File: config.mk
export PLATFORM = sky130hd
export DESIGN_NAME = tca_core
export DESIGN_NICKNAME = d
export VERILOG_FILES = /design/src/design/tca_pkg.sv /design/src/design/tca_core.sv
export SDC_FILE = /design/constraint.sdc
export NUM_CORES = 1
export LEC_CHECK = 0
export ABC_CLOCK_PERIOD_IN_PS = 4700
export CAP_MARGIN = 30
export CORE_MARGIN = 10
export CORE_UTILIZATION = 35
export DETAILED_ROUTE_END_ITERATION = 10
export DONT_BUFFER_PORTS = 1
export SLEW_MARGIN = 10
export SYNTH_ARGS = -nofsm -noshare
export SYNTH_HDL_FRONTEND = slang
export SYNTH_SLANG_ARGS = --single-unit
File: constraint.sdc
create_clock -name pclk -period 4.7 [get_ports pclk]
set_clock_uncertainty 0.05 [all_clocks]
set_input_delay 0.235 -clock pclk [delete_from_list [all_inputs] [get_ports pclk]]
set_output_delay 0.235 -clock pclk [all_outputs]
set_load 0.01 [all_outputs]
File: src/design/tca_pkg.sv
package tca_pkg;

  // ----------------------------------------
  // register map (byte addresses)
  // ----------------------------------------
  localparam logic [7:0] TCA_CTRL_OFF = 8'h00;
  localparam logic [7:0] TCA_CMD_OFF = 8'h04;
  localparam logic [7:0] TCA_STAT_OFF = 8'h08;
  localparam logic [7:0] TCA_FAIL_OFF = 8'h0C;
  localparam logic [7:0] TCA_LIMIT_OFF = 8'h10;
  localparam logic [7:0] TCA_BLOCK_OFF = 8'h14;
  localparam logic [7:0] TCA_FRAME_OFF = 8'h18;
  localparam logic [7:0] TCA_RESP_OFF = 8'h1C;
  localparam logic [7:0] TCA_CCTR_OFF = 8'h20;

  // ----------------------------------------
  // fields and values
  // ----------------------------------------
  localparam int TCA_MODE_BIT = 1;
  localparam logic [7:0] TCA_CAP_AES = 8'h00;
  localparam logic [7:0] TCA_CAP_LRM = 8'h02;
  localparam logic [7:0] TCA_LEN_AES = 8'h11;
  localparam logic [7:0] TCA_LEN_LRM = 8'h12;
  localparam logic [7:0] TCA_ATOM_BYTES = 8'h80;
  localparam logic [15:0] TCA_CCTR_MAX = 16'hFFFF;
  localparam int TCA_NKEYS = 5;
  localparam logic [2:0] TCA_MASTER_KEY = 3'h0;
  localparam logic [15:0] TCA_LIMIT_RST = 16'h03E8;
  localparam logic [15:0] TCA_DECR_RST = 16'h000A;
  localparam logic [7:0] TCA_CONSEC_RST = 8'h03;
  localparam logic [7:0] TCA_BUF_RST = 8'h40;

  // delay of one slow-down answer: 65 percent of frame waiting time
  localparam int TCA_FWT_NS = 77000;
  localparam int TCA_PCLK_NS = 25;
  localparam int TCA_DELAY_PCT = 65;
  localparam int TCA_DELAY_CYC = (TCA_FWT_NS * TCA_DELAY_PCT) / (100 * TCA_PCLK_NS);
  localparam logic [7:0] TCA_DELAY_STEP = 8'h01;
  localparam logic [7:0] TCA_DELAY_MAX = 8'h10;

  // ----------------------------------------
  // commands and answers
  // ----------------------------------------
  typedef enum logic [3:0] {
    TCA_OP_NONE = 4'h0,
    TCA_OP_AUTH_FIRST = 4'h1,
    TCA_OP_AUTH_NEXT = 4'h2,
    TCA_OP_AUTH_OK = 4'h3,
    TCA_OP_AUTH_BAD = 4'h4,
    TCA_OP_KEY_CHANGE = 4'h5,
    TCA_OP_ENABLE_LRM = 4'h6,
    TCA_OP_FRAME = 4'h7,
    TCA_OP_RESP = 4'h8
  } tca_op_type;

  typedef enum logic [3:0] {
    TCA_RC_OK = 4'h0,
    TCA_RC_MORE = 4'h1,
    TCA_RC_DENIED = 4'h2,
    TCA_RC_DELAY = 4'h3,
    TCA_RC_LENGTH = 4'h4,
    TCA_RC_BLOCKED = 4'h5,
    TCA_RC_INTEGRITY = 4'h6
  } tca_rc_type;

  typedef enum logic [1:0] {
    TCA_ST_IDLE = 2'b00,
    TCA_ST_WAIT = 2'b01
  } tca_fsm_type;

  typedef struct packed {
    logic psel;
    logic penable;
    logic pwrite;
    logic [7:0] paddr;
    logic [31:0] pwdata;
  } tca_apb_req_type;

  typedef struct packed {
    logic [31:0] prdata;
    logic pready;
    logic pslverr;
  } tca_apb_rsp_type;

endpackage

File: src/design/tca_core.sv
`timescale 1ns/1ps
module tca_core
  import tca_pkg::*;
#(
  parameter int DELAY_CYC = TCA_DELAY_CYC
) (
  // apb slave
  input wire logic pclk,
  input wire logic presetn,
  input wire logic psel,
  input wire logic penable,
  input wire logic pwrite,
  input wire logic [7:0] paddr,
  input wire logic [31:0] pwdata,
  output logic [31:0] prdata,
  output logic pready,
  output logic pslverr,
  // status toward link logic
  output logic authenticated,
  output logic write_commit,
  output logic delay_busy
);

  // ----------------------------------------
  // state
  // ----------------------------------------
  typedef struct packed {
    tca_fsm_type fsm;
    logic [31:0] rdata;
    logic ready;
    logic err;
    logic lrm_mode;
    logic auth;
    logic pend_first;
    logic pend_genuine;
    logic [2:0] pend_key;
    logic [15:0] fail_cnt;
    logic [15:0] limit;
    logic [15:0] decr;
    logic [7:0] consec;
    logic [7:0] consec_lim;
    logic [TCA_NKEYS-1:0] blocked;
    logic [7:0] fsc;
    logic [7:0] fsd;
    logic chaining;
    logic chain_write;
    logic [15:0] chain_len;
    logic [7:0] atom_fill;
    logic commit;
    logic [15:0] cctr;
    logic [7:0] delay_total;
    logic [7:0] delay_left;
    logic [31:0] delay_cnt;
    logic busy;
    logic [7:0] resp_left;
    logic [7:0] last_len;
    tca_rc_type rc;
  } tca_state_type;

  tca_state_type s_r, s_nxt;

  logic access;
  logic [7:0] flen;
  logic [7:0] cap;
  logic [2:0] key;
  logic genuine;
  logic cmd_wr;
  logic no_delay;
  logic [3:0] op;
  logic [8:0] fill_sum;
  assign access = psel && penable && !s_r.ready;
  assign cap = pwdata[15:8];
  assign key = pwdata[18:16];
  assign genuine = pwdata[19];
  assign flen = pwdata[15:8];
  assign op = pwdata[3:0];
  assign cmd_wr = access && pwrite && paddr == TCA_CMD_OFF;
  assign no_delay = (s_r.delay_left == 8'h0) && (s_r.delay_cnt == 32'h0);
  // nine bits so a long frame cannot wrap the atom fill
  assign fill_sum = {1'b0, s_r.atom_fill} + {1'b0, flen};

  // ----------------------------------------
  // next state
  // ----------------------------------------
  always_comb begin
    s_nxt = s_r;
    s_nxt.ready = 1'b0;
    s_nxt.err = 1'b0;
    s_nxt.commit = 1'b0;
    // slow-down timer: one delay answer per DELAY_CYC
    if (s_r.delay_cnt != 32'h0) begin
      s_nxt.delay_cnt = s_r.delay_cnt - 32'h1;
    end
    if (access) begin
      s_nxt.ready = 1'b1;
      s_nxt.rdata = 32'h0;
      if (pwrite) begin
        if (paddr == TCA_CTRL_OFF) begin
          s_nxt.consec_lim = pwdata[7:0];
          s_nxt.fsd = pwdata[15:8];
          s_nxt.fsc = pwdata[23:16];
        end else if (paddr == TCA_LIMIT_OFF) begin
          s_nxt.limit = pwdata[15:0];
          s_nxt.decr = pwdata[31:16];
        end else if (paddr == TCA_CMD_OFF) begin
          case (tca_op_type'(pwdata[3:0]))
            TCA_OP_AUTH_FIRST, TCA_OP_AUTH_NEXT: begin
              if (s_r.delay_left != 8'h0 || s_r.delay_cnt != 32'h0) begin
                s_nxt.rc = TCA_RC_DELAY;
                if (s_r.delay_cnt == 32'h0) begin
                  s_nxt.delay_cnt = 32'(DELAY_CYC);
                  s_nxt.delay_left = s_r.delay_left - 8'h1;
                end
              end else if (s_r.blocked[key] && !genuine) begin
                s_nxt.rc = TCA_RC_BLOCKED;
              end else if (pwdata[3:0] == TCA_OP_AUTH_NEXT && !s_r.auth && !genuine) begin
                s_nxt.rc = TCA_RC_DENIED;
              end else if (pwdata[3:0] == TCA_OP_AUTH_FIRST && cap[TCA_MODE_BIT] == 1'b0
                           && s_r.lrm_mode && !genuine) begin
                s_nxt.rc = TCA_RC_DENIED;
              end else begin
                s_nxt.rc = TCA_RC_MORE;
                s_nxt.last_len = (genuine || (s_r.lrm_mode &&
                                 (cap[TCA_MODE_BIT] || pwdata[3:0] == TCA_OP_AUTH_NEXT)))
                                 ? TCA_LEN_LRM : TCA_LEN_AES;
                s_nxt.pend_first = (pwdata[3:0] == TCA_OP_AUTH_FIRST);
                s_nxt.pend_genuine = genuine;
                s_nxt.pend_key = key;
              end
            end
            TCA_OP_AUTH_OK: begin
              s_nxt.auth = 1'b1;
              s_nxt.rc = TCA_RC_OK;
              s_nxt.consec = 8'h0;
              s_nxt.delay_total = 8'h0;
              s_nxt.delay_left = 8'h0;
              if (s_r.pend_first) begin
                s_nxt.cctr = 16'h0;
              end
              if (!s_r.lrm_mode) begin
                s_nxt.fail_cnt = (s_r.fail_cnt > s_r.decr) ?
                                 s_r.fail_cnt - s_r.decr : 16'h0;
              end
            end
            TCA_OP_AUTH_BAD: begin
              s_nxt.rc = TCA_RC_INTEGRITY;
              s_nxt.auth = 1'b0;
              if (s_r.fail_cnt != TCA_CCTR_MAX) begin
                s_nxt.fail_cnt = s_r.fail_cnt + 16'h1;
              end
              if (s_r.fail_cnt + 16'h1 >= s_r.limit && !s_r.pend_genuine) begin
                s_nxt.blocked[s_r.pend_key] = 1'b1;
              end
              if (s_r.consec != 8'hFF) begin
                s_nxt.consec = s_r.consec + 8'h1;
              end
              if (s_r.consec + 8'h1 >= s_r.consec_lim) begin
                // each failure from the consec_lim-th consecutive one on raises the total delay, capped
                if (s_r.delay_total < TCA_DELAY_MAX) begin
                  s_nxt.delay_total = s_r.delay_total + TCA_DELAY_STEP;
                end
                s_nxt.delay_left = (s_r.delay_total < TCA_DELAY_MAX) ?
                                   s_r.delay_total + TCA_DELAY_STEP : TCA_DELAY_MAX;
              end
            end
            TCA_OP_KEY_CHANGE: begin
              if (s_r.auth && s_r.pend_key == TCA_MASTER_KEY
                  && !s_r.blocked[TCA_MASTER_KEY] && key != TCA_MASTER_KEY) begin
                s_nxt.blocked[key] = 1'b0;
                s_nxt.rc = TCA_RC_OK;
              end else begin
                s_nxt.rc = TCA_RC_DENIED;
              end
            end
            TCA_OP_ENABLE_LRM: begin
              s_nxt.lrm_mode = 1'b1;
              s_nxt.rc = TCA_RC_OK;
            end
            default: begin
              s_nxt.rc = s_r.rc;
            end
          endcase
        end else if (paddr == TCA_FRAME_OFF) begin
          // bit0 more-follows, bit1 write, 15:8 frame length
          if (!s_r.chaining && flen > s_r.fsc) begin
            s_nxt.rc = TCA_RC_LENGTH;
          end else begin
            s_nxt.rc = pwdata[0] ? TCA_RC_MORE : TCA_RC_OK;
            s_nxt.chaining = pwdata[0];
            s_nxt.chain_write = pwdata[1];
            s_nxt.chain_len = s_r.chaining ? s_r.chain_len + 16'(flen) : 16'(flen);
            // writes commit per atom as data arrives, not after the chain
            if (pwdata[1]) begin
              if (fill_sum >= {1'b0, TCA_ATOM_BYTES}) begin
                s_nxt.commit = 1'b1;
                s_nxt.atom_fill = 8'(fill_sum - {1'b0, TCA_ATOM_BYTES});
              end else begin
                s_nxt.atom_fill = fill_sum[7:0];
              end
            end
            if (!pwdata[0]) begin
              if (pwdata[1] && s_nxt.atom_fill != 8'h0) begin
                s_nxt.commit = 1'b1;
              end
              s_nxt.atom_fill = 8'h0;
              if (s_r.auth) begin
                if (s_r.cctr == TCA_CCTR_MAX) begin
                  s_nxt.rc = TCA_RC_INTEGRITY;
                  s_nxt.auth = 1'b0;
                end else begin
                  s_nxt.cctr = s_r.cctr + 16'h1;
                end
              end
            end
          end
        end else if (paddr == TCA_RESP_OFF) begin
          s_nxt.resp_left = pwdata[7:0];
        end else begin
          s_nxt.err = 1'b1;
        end
      end else begin
        if (paddr == TCA_CTRL_OFF) begin
          s_nxt.rdata = {8'h0, s_r.fsc, s_r.fsd, s_r.consec_lim};
        end else if (paddr == TCA_STAT_OFF) begin
          s_nxt.rdata = {s_r.last_len, 8'h0, 6'h0, s_r.lrm_mode, s_r.auth,
                         4'h0, s_r.rc};
        end else if (paddr == TCA_FAIL_OFF) begin
          s_nxt.rdata = {s_r.consec, s_r.delay_left, s_r.fail_cnt};
        end else if (paddr == TCA_LIMIT_OFF) begin
          s_nxt.rdata = {s_r.decr, s_r.limit};
        end else if (paddr == TCA_BLOCK_OFF) begin
          s_nxt.rdata = {27'h0, s_r.blocked};
        end else if (paddr == TCA_FRAME_OFF) begin
          s_nxt.rdata = {s_r.chain_len, 8'h0, 6'h0, s_r.chain_write, s_r.chaining};
        end else if (paddr == TCA_RESP_OFF) begin
          // each read pops one frame, at most fsd bytes
          if (s_r.resp_left > s_r.fsd) begin
            s_nxt.rdata = {23'h0, 1'b1, s_r.fsd};
            s_nxt.resp_left = s_r.resp_left - s_r.fsd;
          end else begin
            s_nxt.rdata = {24'h0, s_r.resp_left};
            s_nxt.resp_left = 8'h0;
          end
        end else if (paddr == TCA_CCTR_OFF) begin
          s_nxt.rdata = {16'h0, s_r.cctr};
        end else begin
          s_nxt.err = 1'b1;
        end
      end
    end
    s_nxt.busy = (s_nxt.delay_cnt != 32'h0);
    s_nxt.fsm = s_nxt.ready ? TCA_ST_WAIT : TCA_ST_IDLE;
  end

  // ----------------------------------------
  // state register
  // ----------------------------------------
  // fail state is volatile here; real parts map it to nonvolatile cells
  always_ff @(posedge pclk or negedge presetn) begin
    if (!presetn) begin
      s_r <= '0;
      s_r.limit <= TCA_LIMIT_RST;
      s_r.decr <= TCA_DECR_RST;
      s_r.consec_lim <= TCA_CONSEC_RST;
      s_r.fsc <= TCA_BUF_RST;
      s_r.fsd <= TCA_BUF_RST;
      s_r.rc <= TCA_RC_OK;
      s_r.fsm <= TCA_ST_IDLE;
    end else begin
      s_r <= s_nxt;
    end
  end

  // ----------------------------------------
  // outputs
  // ----------------------------------------
  // every output is a bare state bit, so no decode glitches reach the link
  assign prdata = s_r.rdata;
  assign pready = s_r.ready;
  assign pslverr = s_r.err;
  assign authenticated = s_r.auth;
  assign write_commit = s_r.commit;
  assign delay_busy = s_r.busy;

  // ----------------------------------------
  // assertions
  // ----------------------------------------
  lrm_sticky_a: assert property (@(posedge pclk) disable iff (!presetn)
    s_r.lrm_mode |=> s_r.lrm_mode) else $error("resilient mode dropped");
  aes_reject_a: assert property (@(posedge pclk) disable iff (!presetn)
    access && pwrite && paddr == TCA_CMD_OFF && pwdata[3:0] == TCA_OP_AUTH_FIRST
    && s_r.lrm_mode && cap == TCA_CAP_AES && !genuine && !s_r.blocked[key]
    && s_r.delay_left == 8'h0 && s_r.delay_cnt == 32'h0
    |=> s_r.rc == TCA_RC_DENIED) else $error("aes not rejected");
  next_guard_a: assert property (@(posedge pclk) disable iff (!presetn)
    access && pwrite && paddr == TCA_CMD_OFF && pwdata[3:0] == TCA_OP_AUTH_NEXT
    && !s_r.auth |=> s_r.rc != TCA_RC_MORE || s_r.pend_genuine)
    else $error("followup accepted unauthenticated");
  resp_len_a: assert property (@(posedge pclk) disable iff (!presetn)
    s_r.rc == TCA_RC_MORE && !s_r.lrm_mode && !s_r.pend_genuine && !s_r.chaining
    |-> s_r.last_len == TCA_LEN_AES) else $error("aes answer length");
  fail_inc_a: assert property (@(posedge pclk) disable iff (!presetn)
    access && pwrite && paddr == TCA_CMD_OFF && pwdata[3:0] == TCA_OP_AUTH_BAD
    && s_r.fail_cnt != TCA_CCTR_MAX |=> s_r.fail_cnt == $past(s_r.fail_cnt) + 16'h1)
    else $error("fail count not raised");
  master_lock_a: assert property (@(posedge pclk) disable iff (!presetn)
    s_r.blocked[0] |=> s_r.blocked[0]) else $error("master key unblocked");
  cctr_once_a: assert property (@(posedge pclk) disable iff (!presetn)
    s_r.chaining |=> s_r.cctr == $past(s_r.cctr) || !s_r.chaining)
    else $error("counter moved mid chain");
  delay_len_a: assert property (@(posedge pclk) disable iff (!presetn)
    $rose(delay_busy) |-> delay_busy [*8]) else $error("delay too short");
  frame_fit_a: assert property (@(posedge pclk) disable iff (!presetn)
    access && !pwrite && paddr == TCA_RESP_OFF |=> s_r.rdata[7:0] <= s_r.fsd)
    else $error("frame above reader size");
  apb_ready_a: assert property (@(posedge pclk) disable iff (!presetn)
    psel && !penable ##1 psel && penable |=> pready) else $error("late ready");
  ready_pulse_a: assert property (@(posedge pclk) disable iff (!presetn)
    pready |=> !pready) else $error("ready held too long");
  slverr_ready_a: assert property (@(posedge pclk) disable iff (!presetn)
    pslverr |-> pready) else $error("error without ready");
  commit_pulse_a: assert property (@(posedge pclk) disable iff (!presetn)
    write_commit |=> !write_commit) else $error("commit held");
  first_any_a: assert property (@(posedge pclk) disable iff (!presetn)
    cmd_wr && op == TCA_OP_AUTH_FIRST && no_delay && !genuine && !s_r.blocked[key]
    && (cap[TCA_MODE_BIT] || !s_r.lrm_mode) |=> s_r.rc == TCA_RC_MORE)
    else $error("first auth refused");
  genuine_ok_a: assert property (@(posedge pclk) disable iff (!presetn)
    cmd_wr && (op == TCA_OP_AUTH_FIRST || op == TCA_OP_AUTH_NEXT) && genuine && no_delay
    |=> s_r.rc == TCA_RC_MORE) else $error("genuine auth refused");
  lrm_len_a: assert property (@(posedge pclk) disable iff (!presetn)
    cmd_wr && op == TCA_OP_AUTH_FIRST && no_delay && !genuine && !s_r.blocked[key]
    && s_r.lrm_mode && cap == TCA_CAP_LRM |=> s_r.last_len == TCA_LEN_LRM)
    else $error("resilient answer length");
  delay_rc_a: assert property (@(posedge pclk) disable iff (!presetn)
    cmd_wr && (op == TCA_OP_AUTH_FIRST || op == TCA_OP_AUTH_NEXT) && !no_delay
    |=> s_r.rc == TCA_RC_DELAY) else $error("delay answer missing");
  speed_back_a: assert property (@(posedge pclk) disable iff (!presetn)
    cmd_wr && op == TCA_OP_AUTH_OK |=> s_r.delay_left == 8'h0 && s_r.consec == 8'h0)
    else $error("slow-down kept");
  decr_step_a: assert property (@(posedge pclk) disable iff (!presetn)
    cmd_wr && op == TCA_OP_AUTH_OK && !s_r.lrm_mode && s_r.fail_cnt > s_r.decr
    |=> s_r.fail_cnt == $past(s_r.fail_cnt) - $past(s_r.decr))
    else $error("fail count not lowered");

  auth_ok_c: cover property (@(posedge pclk) disable iff (!presetn) $rose(s_r.auth));
  block_c: cover property (@(posedge pclk) disable iff (!presetn) $rose(|s_r.blocked));
  delay_c: cover property (@(posedge pclk) disable iff (!presetn) $rose(delay_busy));
  commit_c: cover property (@(posedge pclk) disable iff (!presetn) s_r.commit && s_r.chaining);
  lrm_on_c: cover property (@(posedge pclk) disable iff (!presetn) $rose(s_r.lrm_mode));

endmodule

==> Yosys cells after proc, flatten, opt, wreduce, memory -nomap -nowiden <==
Index checks and enable logic that the tools add are counted.
{ "totals": {"reg_bits": 238, "in_bits": 45, "out_inout_bits": 37, "wordCells": 287} }
{ "classes": {"n_addsub": 11, "order_cmp": 11, "n_eq_ne": 37, "muxes": 131, "n_bitwise": 13, "n_reduce_logical": 55} }
{ "ops": {"columns": ["op", "n"], "rows": [
  ["$mux W32", 11],
  ["$mux W8", 25],
  ["$mux W16", 12],
  ["$mux W185", 1],
  ["$mux W183", 1],
  ["$mux W91", 2],
  ["$mux W43", 2],
  ["$mux W9", 9],
  ["$mux W40", 2],
  ["$mux W64", 1],
  ["$reduce_bool A32 Y1", 2],
  ["$mux W5", 10],
  ["$mux W48", 1],
  ["$mux W20", 2],
  ["$add A16 B1 Y16 const B", 2],
  ["$eq A8 B5 Y1 const B", 4],
  ["$logic_not A32 Y1", 1],
  ["$ne A2 B2 Y1 const B", 16],
  ["$pmux W16 S2", 1],
  ["$pmux W8 S2", 2],
  ["$reduce_and A8 Y1", 4],
  ["$sub A32 B1 Y32 const B", 1],
  ["$mux W27", 1],
  ["$mux W1", 26],
  ["59 further kinds", 119]
]} }

==> Logic depth before layout (Yosys ltp) <==
{ "logic_depth": {"word_depth": 23, "ltp_mapped": 15, "ltp_nobuf": 15} }

==> Worst setup path before layout <==
No wires, ideal clock.
{ "synth_timing": {"path_type": "reg2reg", "start": "reg s_r[48] (netlist bit)", "end": "reg s_r (netlist bit delay_busy)", "setup_time_ns": 0.138, "arrival_time_ns": 3.052, "required_time_ns": 4.512, "setup_slack_ns": 1.459, "stages_incl_launch_ff": 9, "n_path_buf": 0, "synth_period_minus_slack_ns": 3.241, "path_cell_list": "dfrtp_1 -> or4_4 -> or4_4 -> nor3_4 -> a21o_4 -> nor2_1 -> xor2_1 -> or4_1 -> or4_1"} }
{ "synth_lines": {"columns": ["element", "line", "rtl"], "rows": [
  ["start, declared", "tca_core.sv:60", "tca_state_type s_r, s_nxt;"],
  ["start signal, assigned", "tca_core.sv:270", "s_r <= s_nxt;"]
]} }

==> Worst setup path after layout <==
{ "layout_timing": {"start": "reg s_r[181] (netlist bit)", "end": "reg s_r[181] (netlist bit)"} }
{ "layout_via": {"elab_chain_cells": 4, "word_cells_on_any_way": 10, "cone_classes": "add/sub (2); order compare (1); eq/ne (2); mux (4); reduce/logical (1)"} }
{ "layout_rtl": {"columns": ["element", "line", "rtl"], "rows": [
  ["$sub A16 B16 Y16 or $gt A16 B16 Y1 (tied branches)", "tca_core.sv:142, tca_core.sv:141", null],
  ["$mux W16", "tca_core.sv:141", "s_nxt.fail_cnt = (s_r.fail_cnt > s_r.decr) ?"],
  ["$mux W16", "tca_core.sv:140", "if (!s_r.lrm_mode) begin"],
  ["$pmux W16 S2", "tca_core.sv:106", "case (tca_op_type'(pwdata[3:0]))"]
]} }
Several ways; a longest one is shown, not always the timed one. The select of a mux whose other input is x is not followed.
A chain may end at the register's enable or synchronous reset.

==> Flow_metrics.wiki <==
{| class="wikitable"
! Metric !! Value
|-
| Setup violations, final || 0
|-
| Net count of the mapped netlist || 1799
|-
| Maximum number of pins on one net before global-route repair || 233
|-
| Library cell occupying the most area in the post-synthesis netlist || sky130_fd_sc_hd__dfrtp_1
|-
| R2R cell count || 13
|-
| Critical Path Fanout Max || 16
|-
| Post-cts gate resize count || 0
|-
| Endpoint required time on the critical path || 5.10 ns
|-
| Starting density of the core || 0.357
|-
| Clk Tree Root Cell || sky130_fd_sc_hd__clkbuf_16
|-
| Total routing usage reported by global routing || 0.201
|-
| Half-perimeter wire length after placement || 37.4 mm
|-
| Start-to-end type of the worst setup path || reg -> reg
|-
| Number of design-rule violations left by the first detailed-router iteration || 1397
|-
| Synthesized netlist cell count || 1671
|-
| Floorplan die area || 0.0505 mm^2
|-
| Synthesized flop and latch total || 232
|-
| Launch point of the worst path || s_r[181]$_DFFE_PN0P_
|-
| Library cell with the highest instance count after synthesis || sky130_fd_sc_hd__dfrtp_1
|-
| Post-route fraction of the period consumed by the critical path || 0.749
|-
| Average wire length per cell after detail routing || 23.7 um
|-
| Capture point of the worst path || s_r[181]$_DFFE_PN0P_
|-
| Post-layout min period || 3.52 ns
|-
| Max Root-Sink Buffers || 3
|-
| Setup repair after global routing missed its margin || false
|-
| Yosys cell types || 76
|-
| Iteration count of the initial detailed-routing pass || 6
|-
| Number of buffers created by CTS || 27
|-
| Max-Cap Viols || 0
|-
| Cell types with the highest counts after synthesis || sky130_fd_sc_hd__dfrtp_1, sky130_fd_sc_hd__nand2_1, sky130_fd_sc_hd__o21ai_0, sky130_fd_sc_hd__nor2_1, sky130_fd_sc_hd__inv_1
|-
| Area of the multi-input gates || 0.00803 mm^2
|-
| Power density of the placed cells || 283 mW/mm^2
|-
| Post-synth top flop || sky130_fd_sc_hd__dfrtp_1
|-
| Slack of the worst reg-to-reg path || 1.18 ns
|-
| Average vias per placed instance || 5.93
|-
| Buffers inserted by post-CTS timing repair || 0
|-
| Maximum clock frequency || 284 MHz
|-
| DRC errors left || 0
|-
| Via count || 13087
|-
| Total standard cell area after synthesis || 0.0147 mm^2
|-
| Ratio of cells with drive above 1 in the final layout || 0.0752
|-
| I/O pins || 82
|-
| Final non-filler cell total || 2207
|-
| Type of destination of the critical path || flip-flop
|-
| Die width || 225 um
|-
| CTS hold repair buffers || 36
|-
| Register cell area after layout || 0.00582 mm^2
|-
| Start of the worst register-to-register path || s_r[181]$_DFFE_PN0P_
|-
| Cell-by-cell listing of the critical path || inv_1 -> ha_1 -> inv_1 -> fa_1 -> a211oi_1 -> nor2_1 -> o31a_1 -> o31ai_1 -> nand2b_1 -> a211oi_1 -> buf_4 -> a22o_1 -> mux2_2
|-
| Violated checks || negative hold slack
|-
| Slowest stage delay, CP || 0.46 ns
|-
| Largest cells by area after synthesis || sky130_fd_sc_hd__dfrtp_1, sky130_fd_sc_hd__ha_1, sky130_fd_sc_hd__o21ai_0
|-
| Design Power || 4.61 mW
|-
| Max IR drop VDD || 0.217 mV
|-
| Number of flops mapped to enable cells by yosys || 0
|-
| Hold Path Class || in -> async
|-
| Final Worst Setup Slack || 1.18 ns
|-
| Std cell rows || 74
|-
| Diode count || 0
|-
| Global placement routability congestion || 1.03
|-
| Transition at the pin with the smallest max-transition slack || 0.976 ns
|-
| Port Buf Inserts || 0
|-
| Number of routed nets with antenna violations || 0
|-
| Number of nets in the finished design || 1782
|-
| Sequential area share after synthesis || 0.397
|-
| Worst slew margin relative to its limit || 0.347
|-
| Worst-skew pair later-pin latency || 0.56 ns
|-
| Layout-stage area growth over the synthesis result || 11.2%
|-
| Antenna violations before repair || 1
|-
| Arrival time worst endpoint || 3.92 ns
|-
| Post-Synthesis Mean Instance Area || 8.78 um^2
|-
| Clock tree from TritonCTS || done
|-
| Number of placed instances, taps included || 2120
|-
| Fraction of registers with async set/reset || 1.00
|-
| Proportion of netlist area held by the largest area contributor || 0.375
|-
| Fillers || 4151
|-
| Detailed Route WL || 52.4 mm
|-
| First-pass GRT wire length || 78.2 mm
|-
| Worst-case hold slack || -0.680 ns
|-
| Vias in the first global route || 12279
|-
| Sum of overflow across all layers after global routing || 0
|-
| Run status || finished, violations left
|-
| Clock slew at reported path FFs || 0.07 ns
|-
| Slowest-stage cell, CP || sky130_fd_sc_hd__dfrtp_1
|-
| Total number of yosys warnings || 0
|-
| Floorplan die height || 225 um
|-
| # H-tree levels || 1
|-
| Worst slack at placement || 1.23 ns
|-
| Leakage component of the power || 7.39 nW
|-
| Sinks on the clock net || 232
|-
| Final hold vios || 232
|-
| Number of max-slew violations in the final report || 0
|-
| Core region area || 0.0411 mm^2
|-
| Setup Total Neg Slack || 0 ns
|-
| Setup crit start kind || flip-flop
|-
| Worst R2R End || s_r[181]$_DFFE_PN0P_
|}
cell usage in the layout, fill, tap and decap left out, types with 18 or more instances in the layout:
cell type	n
sky130_fd_sc_hd__nand3_1	59
sky130_fd_sc_hd__mux2i_1	31
sky130_fd_sc_hd__nand2_1	200
sky130_fd_sc_hd__inv_1	94
sky130_fd_sc_hd__xor2_1	38
sky130_fd_sc_hd__clkbuf_16	27
sky130_fd_sc_hd__dfrtp_1	220
sky130_fd_sc_hd__nor3_1	42
sky130_fd_sc_hd__a22oi_1	37
sky130_fd_sc_hd__a21oi_1	75
sky130_fd_sc_hd__ha_1	79
sky130_fd_sc_hd__dlygate4sd3_1	36
sky130_fd_sc_hd__mux2_2	22
sky130_fd_sc_hd__nand4_1	20
sky130_fd_sc_hd__o31ai_1	18
sky130_fd_sc_hd__xnor2_1	46
sky130_fd_sc_hd__o21ai_0	169
sky130_fd_sc_hd__nor4_1	29
sky130_fd_sc_hd__nor2_1	119
per-layer routing:
| metal | share of wire | track usage | wire length, um |
|---|---|---|---|
| met4 | 0.034 | 0.0638 | 1800 |
| met3 | 0.094 | 0.0492 | 4920 |
| met5 | 0.00025 | 0 | 13 |
| met2 | 0.44 | 0.307 | 23000 |
| met1 | 0.43 | 0.276 | 22700 |
cells by family after synthesis:
family                     count (synthesis)  synth area share
xor gates and xnor gates                  84            0.0502
DFF                                      232             0.397
AOI/OAI and AO/OA                        435             0.188
adders and majority gates                 83            0.0729
and+or+nand+nor                          590             0.195
muxes                                     54            0.0396
buffers and inverters                    193            0.0576
how the worst min path moves through the flow:
stage | end | depth (start not counted)
5_1_grt | s_r[117]$_DFFE_PN0P_ | 0
6_report | s_r[117]$_DFFE_PN0P_ | 0
3_3_place_gp | prdata[13]$_DFFE_PN0P_ | 0
3_5_place_dp | prdata[13]$_DFFE_PN0P_ | 0
4_1_cts | prdata[13]$_DFFE_PN0P_ | 0
2_1_floorplan | authenticated$_DFFE_PN0P_ | 0
report_power, final:
group	switching [mW]	leakage [nW]	total, mW	internal, mW
logic	0.171	4.02	0.280	0.109
registers	0.0309	2.90	2.06	2.02
clock network	0.912	0.474	2.28	1.37
total	1.11	7.39	4.61	3.50
flip-flops by register name, indices dropped and copies added (netlist names):
signal         flops
authenticated      1
delay_busy         1
prdata            32
pready             1
pslverr            1
s_r              195
write_commit       1
critical path: cells and delay by family (launching register included):
kind,cells,cell delay (ns)
simple gates,2,0.28
buf+inv,3,0.44
flops,1,0.46
fa+ha+maj,2,0.62
compound gates,5,1.28
mux,1,0.26
layout make-up:
type                            instances  share of cell area
Multi-Input combinational cell       1246               0.492
Clock inverter                         16              0.0118
Clock buffer                           34              0.0467
Tap cell                              532              0.0408
Timing Repair Buffer                   53              0.0298
Sequential cell                       232               0.357
Inverter                               94              0.0216
stage by stage:
stage / util / area (um^2) / hold WS (ns)
floorplan: - / 14700 / -0.111
global placement: 0.365 / 15000 / -0.0883
detailed placement: 0.365 / 15000 / -0.0878
CTS: 0.397 / 16300 / -0.688
global route: 0.397 / 16300 / -0.706
finish: 0.397 / 16300 / -0.680
(Power assumes the default switching activity.)
